### config.mk
export PLATFORM = sky130hd
export DESIGN_NAME = dtcm_timer
export DESIGN_NICKNAME = d
export VERILOG_FILES = /design/src/shared/dtcm_pkg.sv /design/src/rtl/dtcm_timer.sv
export SDC_FILE = /design/constraint.sdc
export NUM_CORES = 1
export LEC_CHECK = 0
export BUFFER_PORTS_ARGS = -buffer_cell sky130_fd_sc_hd__buf_2
export CAP_MARGIN = 20
export CORE_MARGIN = 2
export CORE_UTILIZATION = 50
export CTS_CLUSTER_SIZE = 16
export DETAILED_ROUTE_END_ITERATION = 8
export GPL_TIMING_DRIVEN = 0
export PLACE_DENSITY = 0.76
export SLEW_MARGIN = 20
export SYNTH_ARGS = -nofsm -noshare
export SYNTH_HDL_FRONTEND = slang
export SYNTH_SLANG_ARGS = --single-unit
### constraint.sdc
create_clock -name aclk -period 2.2 [get_ports aclk]
set_input_delay 0.11 -clock aclk [delete_from_list [all_inputs] [get_ports aclk]]
set_output_delay 0.11 -clock aclk [all_outputs]
set_load 0.01 [all_outputs]
### src/shared/dtcm_pkg.sv
// Overview of operation
// - qualify bit set: unit counts only while its qualifier pin is high and run set
// - source bit set counts falling edges on count pin, clear counts machine cycles
// - mode 00: 13-bit count, high byte above low byte's five prescaler bits
// - mode 01: high and low bytes cascade into a 16-bit counter, flag on rollover
// - mode 10: low byte counts, overflow sets flag and reloads it from high byte
// - auto-reload never changes the high-byte reload value
// - 13-bit rollover from all ones to zero sets the unit's overflow flag
// - setting run control does not touch the count bytes
// - mode register has qualify bit 7 for unit 1 and bit 3 for unit 0
// - unit 1 in split mode holds its count as if run were clear
// - split mode: unit 0 low byte is an 8-bit counter with unit 0 controls
// - split mode: unit 0 high byte times cycles, uses unit 1 run and flag
// - unit 1 keeps running outside its own split mode, overflow still usable
// - timer function increments once per machine cycle of six oscillator periods
// - counter samples pin each machine cycle, counts a high then low sample
// - overflow flag set by hardware, cleared when the interrupt is vectored
package dtcm_pkg;
    // register indices, byte address is four times the index
    localparam logic [9:0] IDX_CTRL_FLAGS = 10'h088;
    localparam logic [9:0] IDX_MODE_SEL   = 10'h089;
    localparam logic [9:0] IDX_LOW_0      = 10'h08a;
    localparam logic [9:0] IDX_LOW_1      = 10'h08b;
    localparam logic [9:0] IDX_HIGH_0     = 10'h08c;
    localparam logic [9:0] IDX_HIGH_1     = 10'h08d;
    localparam logic [9:0] IDX_IRQ_STAT   = 10'h090;
    localparam logic [9:0] IDX_IRQ_MASK   = 10'h091;
    // control flags fields
    localparam int BIT_OVF_1 = 7;
    localparam int BIT_RUN_1 = 6;
    localparam int BIT_OVF_0 = 5;
    localparam int BIT_RUN_0 = 4;
    // mode select fields, unit 1 sits four bits above unit 0
    localparam int MODE_LSB_0  = 0;
    localparam int SRC_BIT_0   = 2;
    localparam int QUAL_BIT_0  = 3;
    localparam int UNIT1_SHIFT = 4;
    // reset values
    localparam logic [7:0] RST_BYTE = 8'h00;
    localparam logic [1:0] RST_MASK = 2'h0;
    // machine cycle length in oscillator periods (aclk)
    localparam int MC_OSC_PERIODS = 6;
    // modes
    localparam logic [1:0] MODE_13BIT  = 2'h0;
    localparam logic [1:0] MODE_16BIT  = 2'h1;
    localparam logic [1:0] MODE_RELOAD = 2'h2;
    localparam logic [1:0] MODE_SPLIT  = 2'h3;
    // bus answers
    localparam logic [1:0] RESP_OKAY   = 2'h0;
    localparam logic [1:0] RESP_SLVERR = 2'h2;
endpackage
### src/rtl/dtcm_timer.sv
`timescale 1ns/100ps
`default_nettype none
module dtcm_timer
    import dtcm_pkg::*;
#(
    parameter int ADDR_W = 12,
    parameter int MC_DIV = MC_OSC_PERIODS
) (
    // clock and reset
    input  wire logic              aclk,
    input  wire logic              aresetn,
    // axi4-lite write address and data
    input  wire logic [ADDR_W-1:0] s_axi_awaddr,
    input  wire logic              s_axi_awvalid,
    output logic                   s_axi_awready,
    input  wire logic [31:0]       s_axi_wdata,
    input  wire logic [3:0]        s_axi_wstrb,
    input  wire logic              s_axi_wvalid,
    output logic                   s_axi_wready,
    // axi4-lite write response
    output logic [1:0]             s_axi_bresp,
    output logic                   s_axi_bvalid,
    input  wire logic              s_axi_bready,
    // axi4-lite read
    input  wire logic [ADDR_W-1:0] s_axi_araddr,
    input  wire logic              s_axi_arvalid,
    output logic                   s_axi_arready,
    output logic [31:0]            s_axi_rdata,
    output logic [1:0]             s_axi_rresp,
    output logic                   s_axi_rvalid,
    input  wire logic              s_axi_rready,
    // pins
    input  wire logic              ext_qualifier_pin_0,
    input  wire logic              ext_qualifier_pin_1,
    input  wire logic              count_input_pin_0,
    input  wire logic              count_input_pin_1,
    // interrupt vectoring acknowledges
    input  wire logic              int_ack_0,
    input  wire logic              int_ack_1,
    // status out
    output logic                   overflow_flag_0,
    output logic                   overflow_flag_1,
    output logic                   ovf_pulse_1,
    output logic                   irq
);
    // next {overflow, high, low} for one increment in modes 00..10
    function automatic logic [16:0] dtcm_step(input logic [1:0] m, input logic [7:0] h, input logic [7:0] l);
        logic [16:0] r;
        r = {1'b0, h, l};
        case (m)
            MODE_13BIT: begin
                // upper three low bits left alone; their content is undefined to software
                r[4:0] = l[4:0] + 5'h01;
                if (l[4:0] == 5'h1f) begin
                    r[15:8] = h + 8'h01;
                    r[16]   = (h == 8'hff);
                end
            end
            MODE_16BIT: begin
                r[15:0] = {h, l} + 16'h0001;
                r[16]   = ({h, l} == 16'hffff);
            end
            MODE_RELOAD: begin
                // high byte is only read here, never written
                r[7:0] = (l == 8'hff) ? h : l + 8'h01;
                r[16]  = (l == 8'hff);
            end
            default: r = {1'b0, h, l};
        endcase
        return r;
    endfunction

    // ---------------- machine cycle divider
    localparam int DIV_W = $clog2(MC_DIV + 1);
    logic [DIV_W-1:0] div_r;
    logic             mc_tick_r;
    always_ff @(posedge aclk) begin
        if (!aresetn) begin
            div_r     <= '0;
            mc_tick_r <= 1'b0;
        end else begin
            mc_tick_r <= (div_r == DIV_W'(MC_DIV - 1));
            div_r     <= (div_r == DIV_W'(MC_DIV - 1)) ? '0 : div_r + DIV_W'(1);
        end
    end

    // ---------------- pin synchronisers: {cin1, cin0, qual1, qual0}
    wire  [3:0] pins_in = {count_input_pin_1, count_input_pin_0, ext_qualifier_pin_1, ext_qualifier_pin_0};
    logic [3:0] sync1_r;
    logic [3:0] sync2_r;
    logic [3:0] sync3_r;
    logic [3:0] pin_r;
    genvar g;
    generate
        for (g = 0; g < 4; g++) begin : g_sync
            always_ff @(posedge aclk) begin
                if (!aresetn) begin
                    sync1_r[g] <= 1'b0;
                    sync2_r[g] <= 1'b0;
                    sync3_r[g] <= 1'b0;
                    pin_r[g]   <= 1'b0;
                end else begin
                    sync1_r[g] <= pins_in[g];
                    sync2_r[g] <= sync1_r[g];
                    sync3_r[g] <= sync2_r[g];
                    // a change counts only once the later stages agree
                    if (sync2_r[g] == sync3_r[g])
                        pin_r[g] <= sync3_r[g];
                end
            end
        end
    endgenerate

    // falling edge seen across two machine cycle samples
    logic [1:0] samp_r;
    always_ff @(posedge aclk) begin
        if (!aresetn)
            samp_r <= 2'h0;
        else if (mc_tick_r)
            samp_r <= pin_r[3:2];
    end
    wire [1:0] pin_fall = samp_r & ~pin_r[3:2];

    // ---------------- registers
    logic [7:0] mode_r;
    logic [7:0] low0_r;
    logic [7:0] high0_r;
    logic [7:0] low1_r;
    logic [7:0] high1_r;
    logic       run0_r;
    logic       run1_r;
    logic       ovf0_r;
    logic       ovf1_r;
    logic [1:0] stat_r;
    logic [1:0] mask_r;

    // ---------------- bus slave
    logic [ADDR_W-1:0] awaddr_r;
    logic [31:0]       wdata_r;
    logic [3:0]        wstrb_r;
    wire aw_take   = s_axi_awvalid & s_axi_awready;
    wire w_take    = s_axi_wvalid & s_axi_wready;
    wire wr_go     = ~s_axi_awready & ~s_axi_wready & ~s_axi_bvalid;
    wire ar_take   = s_axi_arvalid & s_axi_arready;
    wire [9:0] widx = awaddr_r[11:2];
    wire [9:0] ridx = s_axi_araddr[11:2];
    wire wr_en     = wr_go & wstrb_r[0];
    wire [7:0] wd  = wdata_r[7:0];
    wire wr_flags  = wr_en & (widx == IDX_CTRL_FLAGS);
    wire wr_mode   = wr_en & (widx == IDX_MODE_SEL);
    wire wr_low0   = wr_en & (widx == IDX_LOW_0);
    wire wr_low1   = wr_en & (widx == IDX_LOW_1);
    wire wr_high0  = wr_en & (widx == IDX_HIGH_0);
    wire wr_high1  = wr_en & (widx == IDX_HIGH_1);
    wire wr_mask   = wr_en & (widx == IDX_IRQ_MASK);
    wire w_mapped  = (widx >= IDX_CTRL_FLAGS && widx <= IDX_HIGH_1) || widx == IDX_IRQ_STAT || widx == IDX_IRQ_MASK;
    wire r_mapped  = (ridx >= IDX_CTRL_FLAGS && ridx <= IDX_HIGH_1) || ridx == IDX_IRQ_STAT || ridx == IDX_IRQ_MASK;
    wire rd_stat   = ar_take & (ridx == IDX_IRQ_STAT);
    wire [7:0] flags_view = {ovf1_r, run1_r, ovf0_r, run0_r, 4'h0};
    wire [7:0] rd_byte =
        (ridx == IDX_CTRL_FLAGS) ? flags_view :
        (ridx == IDX_MODE_SEL)   ? mode_r :
        (ridx == IDX_LOW_0)      ? low0_r :
        (ridx == IDX_LOW_1)      ? low1_r :
        (ridx == IDX_HIGH_0)     ? high0_r :
        (ridx == IDX_HIGH_1)     ? high1_r :
        (ridx == IDX_IRQ_STAT)   ? {6'h00, stat_r} :
        (ridx == IDX_IRQ_MASK)   ? {6'h00, mask_r} : 8'h00;

    always_ff @(posedge aclk) begin
        if (!aresetn) begin
            s_axi_awready <= 1'b1;
            s_axi_wready  <= 1'b1;
            s_axi_bvalid  <= 1'b0;
            s_axi_bresp   <= RESP_OKAY;
            awaddr_r      <= '0;
            wdata_r       <= 32'h0000_0000;
            wstrb_r       <= 4'h0;
        end else begin
            if (aw_take) begin
                awaddr_r      <= s_axi_awaddr;
                s_axi_awready <= 1'b0;
            end
            if (w_take) begin
                wdata_r      <= s_axi_wdata;
                wstrb_r      <= s_axi_wstrb;
                s_axi_wready <= 1'b0;
            end
            if (wr_go) begin
                s_axi_bvalid <= 1'b1;
                s_axi_bresp  <= w_mapped ? RESP_OKAY : RESP_SLVERR;
            end
            if (s_axi_bvalid && s_axi_bready) begin
                s_axi_bvalid  <= 1'b0;
                s_axi_awready <= 1'b1;
                s_axi_wready  <= 1'b1;
            end
        end
    end

    always_ff @(posedge aclk) begin
        if (!aresetn) begin
            s_axi_arready <= 1'b1;
            s_axi_rvalid  <= 1'b0;
            s_axi_rdata   <= 32'h0000_0000;
            s_axi_rresp   <= RESP_OKAY;
        end else if (ar_take) begin
            s_axi_arready <= 1'b0;
            s_axi_rvalid  <= 1'b1;
            s_axi_rdata   <= {24'h000000, rd_byte};
            s_axi_rresp   <= r_mapped ? RESP_OKAY : RESP_SLVERR;
        end else if (s_axi_rvalid && s_axi_rready) begin
            s_axi_rvalid  <= 1'b0;
            s_axi_arready <= 1'b1;
        end
    end

    // ---------------- counting enables
    wire [1:0] mode0 = mode_r[MODE_LSB_0 +: 2];
    wire [1:0] mode1 = mode_r[MODE_LSB_0 + UNIT1_SHIFT +: 2];
    wire src0  = mode_r[SRC_BIT_0];
    wire src1  = mode_r[SRC_BIT_0 + UNIT1_SHIFT];
    wire qual0 = mode_r[QUAL_BIT_0];
    wire qual1 = mode_r[QUAL_BIT_0 + UNIT1_SHIFT];
    wire split0 = (mode0 == MODE_SPLIT);
    // in split mode unit 1 gives its run bit away and runs unless in its own split mode
    wire run1_eff = split0 ? 1'b1 : run1_r;
    wire en0 = run0_r & (~qual0 | pin_r[0]);
    wire en1 = run1_eff & (~qual1 | pin_r[1]);
    wire ev0 = mc_tick_r & (src0 ? pin_fall[0] : 1'b1);
    wire ev1 = mc_tick_r & (src1 ? pin_fall[1] : 1'b1);
    wire inc0 = en0 & ev0;
    wire inc1 = en1 & ev1 & (mode1 != MODE_SPLIT);
    wire inc_hi_split = split0 & run1_r & mc_tick_r;

    wire [16:0] nxt0 = dtcm_step(mode0, high0_r, low0_r);
    wire [16:0] nxt1 = dtcm_step(mode1, high1_r, low1_r);
    wire [7:0]  low0_split  = low0_r + 8'h01;
    wire [7:0]  high0_split = high0_r + 8'h01;
    wire ovf_low_split  = split0 & inc0 & (low0_r == 8'hff);
    wire ovf_high_split = inc_hi_split & (high0_r == 8'hff);
    wire ovf_unit0 = split0 ? ovf_low_split : (inc0 & nxt0[16]);
    wire ovf_unit1 = inc1 & nxt1[16];
    // flag 1 belongs to unit 0's high byte while unit 0 is split
    wire set_ovf0 = ovf_unit0;
    wire set_ovf1 = split0 ? ovf_high_split : ovf_unit1;

    // ---------------- count bytes, software write wins
    always_ff @(posedge aclk) begin
        if (!aresetn) begin
            low0_r  <= RST_BYTE;
            high0_r <= RST_BYTE;
        end else begin
            if (wr_low0)
                low0_r <= wd;
            else if (split0 && inc0)
                low0_r <= low0_split;
            else if (!split0 && inc0)
                low0_r <= nxt0[7:0];
            if (wr_high0)
                high0_r <= wd;
            else if (inc_hi_split)
                high0_r <= high0_split;
            else if (!split0 && inc0)
                high0_r <= nxt0[15:8];
        end
    end

    // unit 1 never splits its bytes; split mode only borrows its run bit and flag
    always_ff @(posedge aclk) begin
        if (!aresetn) begin
            low1_r  <= RST_BYTE;
            high1_r <= RST_BYTE;
        end else begin
            if (wr_low1)
                low1_r <= wd;
            else if (inc1)
                low1_r <= nxt1[7:0];
            if (wr_high1)
                high1_r <= wd;
            else if (inc1)
                high1_r <= nxt1[15:8];
        end
    end

    // ---------------- control, flags, interrupts
    // run bits only gate counting; they never reach the count bytes
    wire run0_nxt = wr_flags ? wd[BIT_RUN_0] : run0_r;
    wire run1_nxt = wr_flags ? wd[BIT_RUN_1] : run1_r;
    wire ovf0_kept = wr_flags ? wd[BIT_OVF_0] : (ovf0_r & ~int_ack_0);
    wire ovf1_kept = wr_flags ? wd[BIT_OVF_1] : (ovf1_r & ~int_ack_1);
    wire ovf0_nxt = set_ovf0 | ovf0_kept;
    wire ovf1_nxt = set_ovf1 | ovf1_kept;
    wire [1:0] stat_nxt = {set_ovf1, set_ovf0} | (stat_r & {2{~rd_stat}});
    wire [1:0] mask_nxt = wr_mask ? wd[1:0] : mask_r;

    always_ff @(posedge aclk) begin
        if (!aresetn) begin
            mode_r <= RST_BYTE;
            mask_r <= RST_MASK;
        end else begin
            if (wr_mode)
                mode_r <= wd;
            mask_r <= mask_nxt;
        end
    end

    always_ff @(posedge aclk) begin
        if (!aresetn) begin
            run0_r <= 1'b0;
            run1_r <= 1'b0;
            ovf0_r <= 1'b0;
            ovf1_r <= 1'b0;
        end else begin
            run0_r <= run0_nxt;
            run1_r <= run1_nxt;
            ovf0_r <= ovf0_nxt;
            ovf1_r <= ovf1_nxt;
        end
    end

    // ports follow next state so each one leaves a flop without a cycle of lag
    always_ff @(posedge aclk) begin
        if (!aresetn) begin
            stat_r          <= 2'h0;
            overflow_flag_0 <= 1'b0;
            overflow_flag_1 <= 1'b0;
            ovf_pulse_1     <= 1'b0;
            irq             <= 1'b0;
        end else begin
            stat_r          <= stat_nxt;
            overflow_flag_0 <= ovf0_nxt;
            overflow_flag_1 <= ovf1_nxt;
            // baud source keeps working while unit 0 owns flag 1
            ovf_pulse_1     <= ovf_unit1;
            irq             <= |(stat_nxt & mask_nxt);
        end
    end
endmodule
`default_nettype wire

# Yosys cells after proc, flatten, opt, wreduce, memory -nomap -nowiden

Index checks and enable logic that the tools add are counted.

Register bits after elaboration: 110
Input port bits: 73
Output and inout port bits: 45
Word-level logic and storage cells: 220

Add/subtract/negate cells: 9
$lt $le $gt $ge: 4
Equal/unequal tests: 37
Multiplexer cells: 44
Bitwise logic cells: 48
Reduce and logical (&&, ||, !) cells: 33

Operator list:

| kind                                                  | count |
|---|---|
| == test 10 x 8 -> 1 bit (second input constant)       | 16 |
| two-way mux 8 bit                                     | 18 |
| adder 16 x 1 -> 16 bit (second input constant)        | 2 |
| adder 8 x 1 -> 8 bit (second input constant)          | 4 |
| == test 16 bit (second input constant)                | 2 |
| == test 8 bit (second input constant)                 | 4 |
| one-hot mux 8 bit (2 select lines)                    | 2 |
| bitwise AND 1 bit                                     | 30 |
| one-hot mux 5 bit (3 select lines)                    | 2 |
| >= comparator 10 x 8 -> 1 bit (second input constant) | 2 |
| <= comparator 10 x 8 -> 1 bit (second input constant) | 2 |
| two-way mux 9 bit                                     | 2 |
| one-hot mux 3 bit (2 select lines)                    | 2 |
| nonzero test 3 bit                                    | 4 |
| nonzero test 4 bit                                    | 3 |
| two-way mux 1 bit                                     | 11 |
| adder 5 x 1 -> 5 bit (second input constant)          | 2 |
| == test 5 bit (second input constant)                 | 2 |
| two-way mux 2 bit                                     | 5 |
| inverter 1 bit                                        | 9 |
| AND reduction 2 bit                                   | 4 |
| bitwise AND 2 bit                                     | 3 |
| == test 2 bit (second input constant)                 | 3 |
| logical AND 1 bit                                     | 6 |
| 18 further kinds                                      | 35 |

# Longest topological paths before layout

Depth after elaboration: 11
Depth in mapped cells: 10
Gate-level depth less buffers: 9

# Worst setup path before layout

OpenSTA, ideal clock, no wires.

Kind: flip-flop to flip-flop
Start: reg low0_r[0]
End: reg high0_r[6]
Library setup time: 0.092 ns
Arrival time: 1.916 ns
Required time: 2.108 ns
Slack: 0.192 ns
Cell stages (with the launch flop): 9
Buffers on the path: 0
Clock period less this slack: 2.008 ns
Path through: dfxtp_1 -> ha_1 -> and3_1 -> ha_1 -> mux2_2 -> a31oi_4 -> a21oi_1 -> nor2b_1 -> o32ai_1

Cells in the longest elaborated chain, start to end: 5
Elaborated cells between the ends (all ways): 8
Those cells by class: add/sub (1); eq/ne (2); mux (4); reduce/logical (1)

Ends and longest elaborated chain:

| what                               | RTL line          | source |
|---|---|---|
| from (decl)                        | dtcm_timer.sv:126 | `logic [7:0] low0_r;` |
| from (signal assigned)             | dtcm_timer.sv:255 | `low0_r <= wd;` |
| from (signal assigned)             | dtcm_timer.sv:257 | `low0_r <= low0_split;` |
| from (signal assigned)             | dtcm_timer.sv:259 | `low0_r <= nxt0[7:0];` |
| adder 16 x 1 -> 16 bit             | dtcm_timer.sv:60  | `r[15:0] = {h, l} + 16'h0001;` |
| one-hot mux 8 bit (2 select lines) | dtcm_timer.sv:50  | `case (m)` |
| two-way mux 8 bit                  | dtcm_timer.sv:264 | `else if (!split0 && inc0)` |
| two-way mux 8 bit                  | dtcm_timer.sv:262 | `else if (inc_hi_split)` |
| two-way mux 8 bit                  | dtcm_timer.sv:260 | `if (wr_high0)` |
| to (signal assigned)               | dtcm_timer.sv:261 | `high0_r <= wd;` |
| to (signal assigned)               | dtcm_timer.sv:263 | `high0_r <= high0_split;` |
| to (signal assigned)               | dtcm_timer.sv:265 | `high0_r <= nxt0[15:8];` |
| to (decl)                          | dtcm_timer.sv:127 | `logic [7:0] high0_r;` |

Parallel ways exist; a longest one is shown, timed or not. The select of a mux whose other input is x is not followed.
A chain may end at the register's enable or synchronous reset.

# Final worst setup path

Start: reg low0_r[0]
End: reg high0_r[7]

Same word-level chain as after synthesis.

==> impl_metrics.csv <==
group,metric,value,unit
routing,via_count,5860,
timing,max_freq,459,MHz
min_path,holdPathEnd,"awaddr_r[9]$_SDFFE_PN0P_",
synthesis,synth_simple_gate_area_share,24.5,%
timing,worst_slew_margin_rel,44.9,%
critical_path,critical_path.cell_chain,"ha_4 > and3_1 > ha_2 > mux2_4 > a31oi_4 > nor4_2 > xnor2_1 > a211oi_1",
routing,detailedRoute.firstPassIterationCount,7,
routing,drt_wl_total,17900,um
timing,slew_violations,0,
clock_network,tritoncts,"done",
global_routing,grt_remaining_overflow,0,
synthesis,synth-seq-cells,106,
floorplanning,initial_cell_density_of_the_core,51.7,%
min_path,worst_min_delay_path_class,"in -> reg",
placed_design,port-buffer-count,60,
placed_design,detailedPlace.worstSlack,-155,ps
cells_and_area,seq_area,2140,um^2
timing,timing_worst_slew_pin_value,819,ps
min_path,min-delay-start,"s_axi_awaddr[9]",
synthesis,seq_area_frac_synth,35.6,%
timing,layout_worst_path_cycle_share,99.1,%
global_routing,antenna_found_initial,0,
timing,number_of_setup_violations_in_the_final_report,0,
power,power.total,4.15,mW
critical_path,worst_r2r_path_depth,8,
routing,via_per_inst,5.96,
power,peakVddDrop,419,uV
critical_path,endpoint_type_of_the_worst_setup_path,"register",
clock_network,clock_buffer_depth,2,
timing,final_period_minus_worst_setup_slack,2180,ps
global_routing,grt_pass1_vias,5503,
synthesis,netlist_area,5950,um^2
placed_design,hpwl_reported_at_the_end_of_detailed_placement,13000,um
routing,post_drt_wl_per_cell,18.2,um
critical_path,worst_ep_required_time,2460,ps
synthesis,synth.avg_cell_area,8.20,um^2
min_path,instance_count_along_the_most_critical_hold_path,3,
floorplanning,number_of_i_o_pins,118,
critical_path,path_max_fanout,7,
power,cellLeakagePower,2.68,nW
routing,detail_route.drc_violations,10,
clock_network,cts-htree-levels,3,
cells_and_area,num_antenna_cells,0,
synthesis,synth_xor_xnor_area_share,2.35,%
placed_design,placedCellCount,954,
timing,grt_setup_unrepaired,"yes",
critical_path,crit_path_start_kind,"register",
placed_design,dpl_cell_area,6530,um^2
global_routing,grt_first_pass_wirelength,28200,um
floorplanning,core_region_area,11500,um^2
clock_network,clk_pin_slew_worst_paths,70,ps
synthesis,yosysUniqueCellTypes,70,
critical_path,worst-setup-path-type,"reg -> reg",
clock_network,cts_num_sinks,106,
cells_and_area,final_cell_count_no_fill,983,
outcome,status,"finished with violations",
routing,detail_route.iter0.violations,624,
critical_path,r2r-end,"high0_r[7]$_SDFFE_PN0P_",
synthesis,synth_enable_flop_cells,0,
synthesis,post_synth_fa_ha_maj_area_fraction,3.36,%
synthesis,synth_top_family_by_area,"simple AND/OR/NAND/NOR gates",
cells_and_area,syn_to_final_growth,20.2,%
synthesis,synthesis.yosys.warnings,0,
timing,clock_skew,6.89,ps
critical_path,timing.critical_path.slowest_cell_delay,380,ps
floorplanning,chipWidth,113,um
critical_path,cp_slowest_cell,"sky130_fd_sc_hd__dfxtp_4",
outcome,violations,"design-rule violations",
synthesis,synthesis.instances,726,
cells_and_area,layout.nets,925,
cells_and_area,multiInputGateArea,3650,um^2
critical_path,worst_ep_arrival_time,2440,ps
synthesis,synth-async-reset-ratio,0,%
placed_design,routabilityCongestion,0.982,
cells_and_area,postLayoutCellArea,7160,um^2
floorplanning,die_h,113,um
floorplanning,row_count,39,
clock_network,insertion_delay,350,ps
clock_network,cts.root.buffer_cell,"sky130_fd_sc_hd__clkbuf_16",
critical_path,r2r_setup_slack,20,ps
floorplanning,die_area,12800,um^2
clock_network,tritoncts.num_buffers,9,
critical_path,worst_r2r_startpoint,"low0_r[0]$_SDFFE_PN0P_",
synthesis,post_synth_mux_area_share,5.17,%
cells_and_area,layout.filler_cells,1007,
cells_and_area,drive_above_1_share,20.5,%
global_routing,grt_max_degree,18,
timing,report.final.hold_viol_count,0,
global_routing,global_route.usage.total,27.8,%
synthesis,synth_ff_type,"sky130_fd_sc_hd__dfxtp_1",
routing,postRouteAntennaNets,0,
synthesis,synth_compound_area_share,22.1,%
power,power_per_cell_area,580,nW/um^2
timing,layout_setup_ws,19.3,ps
flow_run,max-cap-violations,0,
synth_stat cells, drive strengths merged, types with 12 or more instances:
cell type / n / area (um^2)
a211oi: 16 / 120
a21oi: 78 / 390
a31oi: 13 / 96.3
and2: 17 / 106
buf: 34 / 230
clkbuf: 25 / 93.8
dfxtp: 106 / 2120
ha: 16 / 200
inv: 22 / 82.6
mux2i: 24 / 240
nand2: 86 / 333
nand3: 25 / 125
nor2: 46 / 173
nor3: 16 / 103
o21ai: 40 / 200
xnor2: 12 / 105
critical path: cells and delay by family (launching register included):
kind / cells / cell delay, ps
AO/OA/AOI/OAI: 2 / 630
flip-flops: 1 / 380
adder cells (fa/ha/maj): 2 / 370
AND/OR/NAND/NOR: 2 / 290
multiplexers: 1 / 270
XOR/XNOR: 1 / 150
flip-flops by register name (all words and copies together), names as in the netlist, 2 cells and up:
| signal | cells |
|---|---|
| mode_r | 8 |
| high0_r | 8 |
| s_axi_rdata | 8 |
| div_r | 3 |
| sync3_r | 4 |
| mask_r | 2 |
| awaddr_r | 10 |
| low1_r | 8 |
| low0_r | 8 |
| high1_r | 8 |
| pin_r | 4 |
| wdata_r | 8 |
| sync2_r | 4 |
| stat_r | 2 |
| sync1_r | 4 |
| samp_r | 2 |
stage by stage:
stage	hold WS, ps	util (%)	setup TNS, ps
after floorplan	210	-	0
after global placement	314	56.7	-579
after detailed placement	320	56.7	-1190
after CTS	1.27	60.8	0
after global routing	4.98	62.2	-238
final	1.15	62.2	0
layout make-up:
type	instances	area share, %
sequential	106	29.9
timing repair buffer	77	6.47
tap	143	2.50
inverter	22	1.15
clock inverter	5	1.19
buffer	56	4.46
clock buffer	10	3.34
multi-input combinational	564	51.0
where the power goes:
group | total, mW | internal [mW] | leakage (nW) | switching (mW)
combinational | 0.346 | 0.145 | 1.66 | 0.202
sequential | 2.03 | 1.96 | 0.866 | 0.0659
clock | 1.78 | 1.03 | 0.156 | 0.748
cell usage in the layout, fill, tap and decap left out, types with 4 or more instances in the layout:
master                          instances
sky130_fd_sc_hd__nand4_1                5
sky130_fd_sc_hd__a31o_2                 4
sky130_fd_sc_hd__clkbuf_1              21
sky130_fd_sc_hd__a211oi_2               4
sky130_fd_sc_hd__nand2_1               83
sky130_fd_sc_hd__nor2_1                45
sky130_fd_sc_hd__a211oi_1              12
sky130_fd_sc_hd__a211o_1                4
sky130_fd_sc_hd__mux2i_1               24
sky130_fd_sc_hd__xnor2_1               12
sky130_fd_sc_hd__a22o_1                 4
sky130_fd_sc_hd__or3_1                  9
sky130_fd_sc_hd__buf_2                 62
sky130_fd_sc_hd__dfxtp_2                7
sky130_fd_sc_hd__nand3b_1               4
sky130_fd_sc_hd__dfxtp_1               97
sky130_fd_sc_hd__and2_1                17
sky130_fd_sc_hd__dlygate4sd3_1          9
sky130_fd_sc_hd__nor3b_1                4
sky130_fd_sc_hd__clkbuf_16              9
sky130_fd_sc_hd__nand3_1               25
sky130_fd_sc_hd__o21ai_0               32
sky130_fd_sc_hd__o21ai_1                7
sky130_fd_sc_hd__nand2b_1              11
sky130_fd_sc_hd__buf_4                 33
sky130_fd_sc_hd__and3_1                11
sky130_fd_sc_hd__buf_1                  4
sky130_fd_sc_hd__and4_1                 6
sky130_fd_sc_hd__conb_1                26
sky130_fd_sc_hd__a22oi_1                6
sky130_fd_sc_hd__xor2_1                 4
sky130_fd_sc_hd__nor2b_1               11
sky130_fd_sc_hd__a221oi_1               6
sky130_fd_sc_hd__ha_1                  12
sky130_fd_sc_hd__inv_1                 21
sky130_fd_sc_hd__nor3_1                11
sky130_fd_sc_hd__a21oi_1               77
sky130_fd_sc_hd__nor4_1                 4
sky130_fd_sc_hd__a31oi_1               11
kinds of logic (layout without fill, tap and decap cells):
| kind of cell | Yosys count | after routing |
|---|---|---|
| AOI/OAI and AO/OA | 202 | 202 |
| adders and majority gates | 16 | 16 |
| xor gates and xnor gates | 16 | 16 |
| and+or+nand+nor | 275 | 275 |
| buffers and inverters | 81 | 170 |
| muxes | 29 | 29 |
| other | 1 | 26 |
| DFF | 106 | 106 |
metal layers:
metal	share of wire (%)	GRT usage (%)
met4	4.1	12.4
met5	0	0
met2	45	43.8
met3	9.0	5.14
met1	42	37.1
worst max path at each step:
stage                                          from                       to  depth (start not counted)
after floorplan              low0_r[0]$_SDFFE_PN0P_  high0_r[6]$_SDFFE_PN0P_                          8
after global placement       low1_r[0]$_SDFFE_PN0P_           irq$_SDFF_PN0_                          8
after detailed placement  s_axi_wready$_SDFFE_PP1P_           irq$_SDFF_PN0_                          6
after CTS                 awaddr_r[10]$_SDFFE_PN0P_   mode_r[7]$_SDFFE_PN0P_                          6
after global routing         mode_r[0]$_SDFFE_PN0P_  high0_r[4]$_SDFFE_PN0P_                          8
final                        low0_r[0]$_SDFFE_PN0P_  high0_r[7]$_SDFFE_PN0P_                          8
timing repair:
action / CTS / global route
setup buffers: 2 / 6
hold buffers: 9 / 0
pin swaps: 4 / 9
gates resized for setup: 15 / 29
endpoints found under the setup margin: 30 / 39
hold endpoints to repair: 9 / 0
No activity file was read; power rests on OpenSTA's default activity.
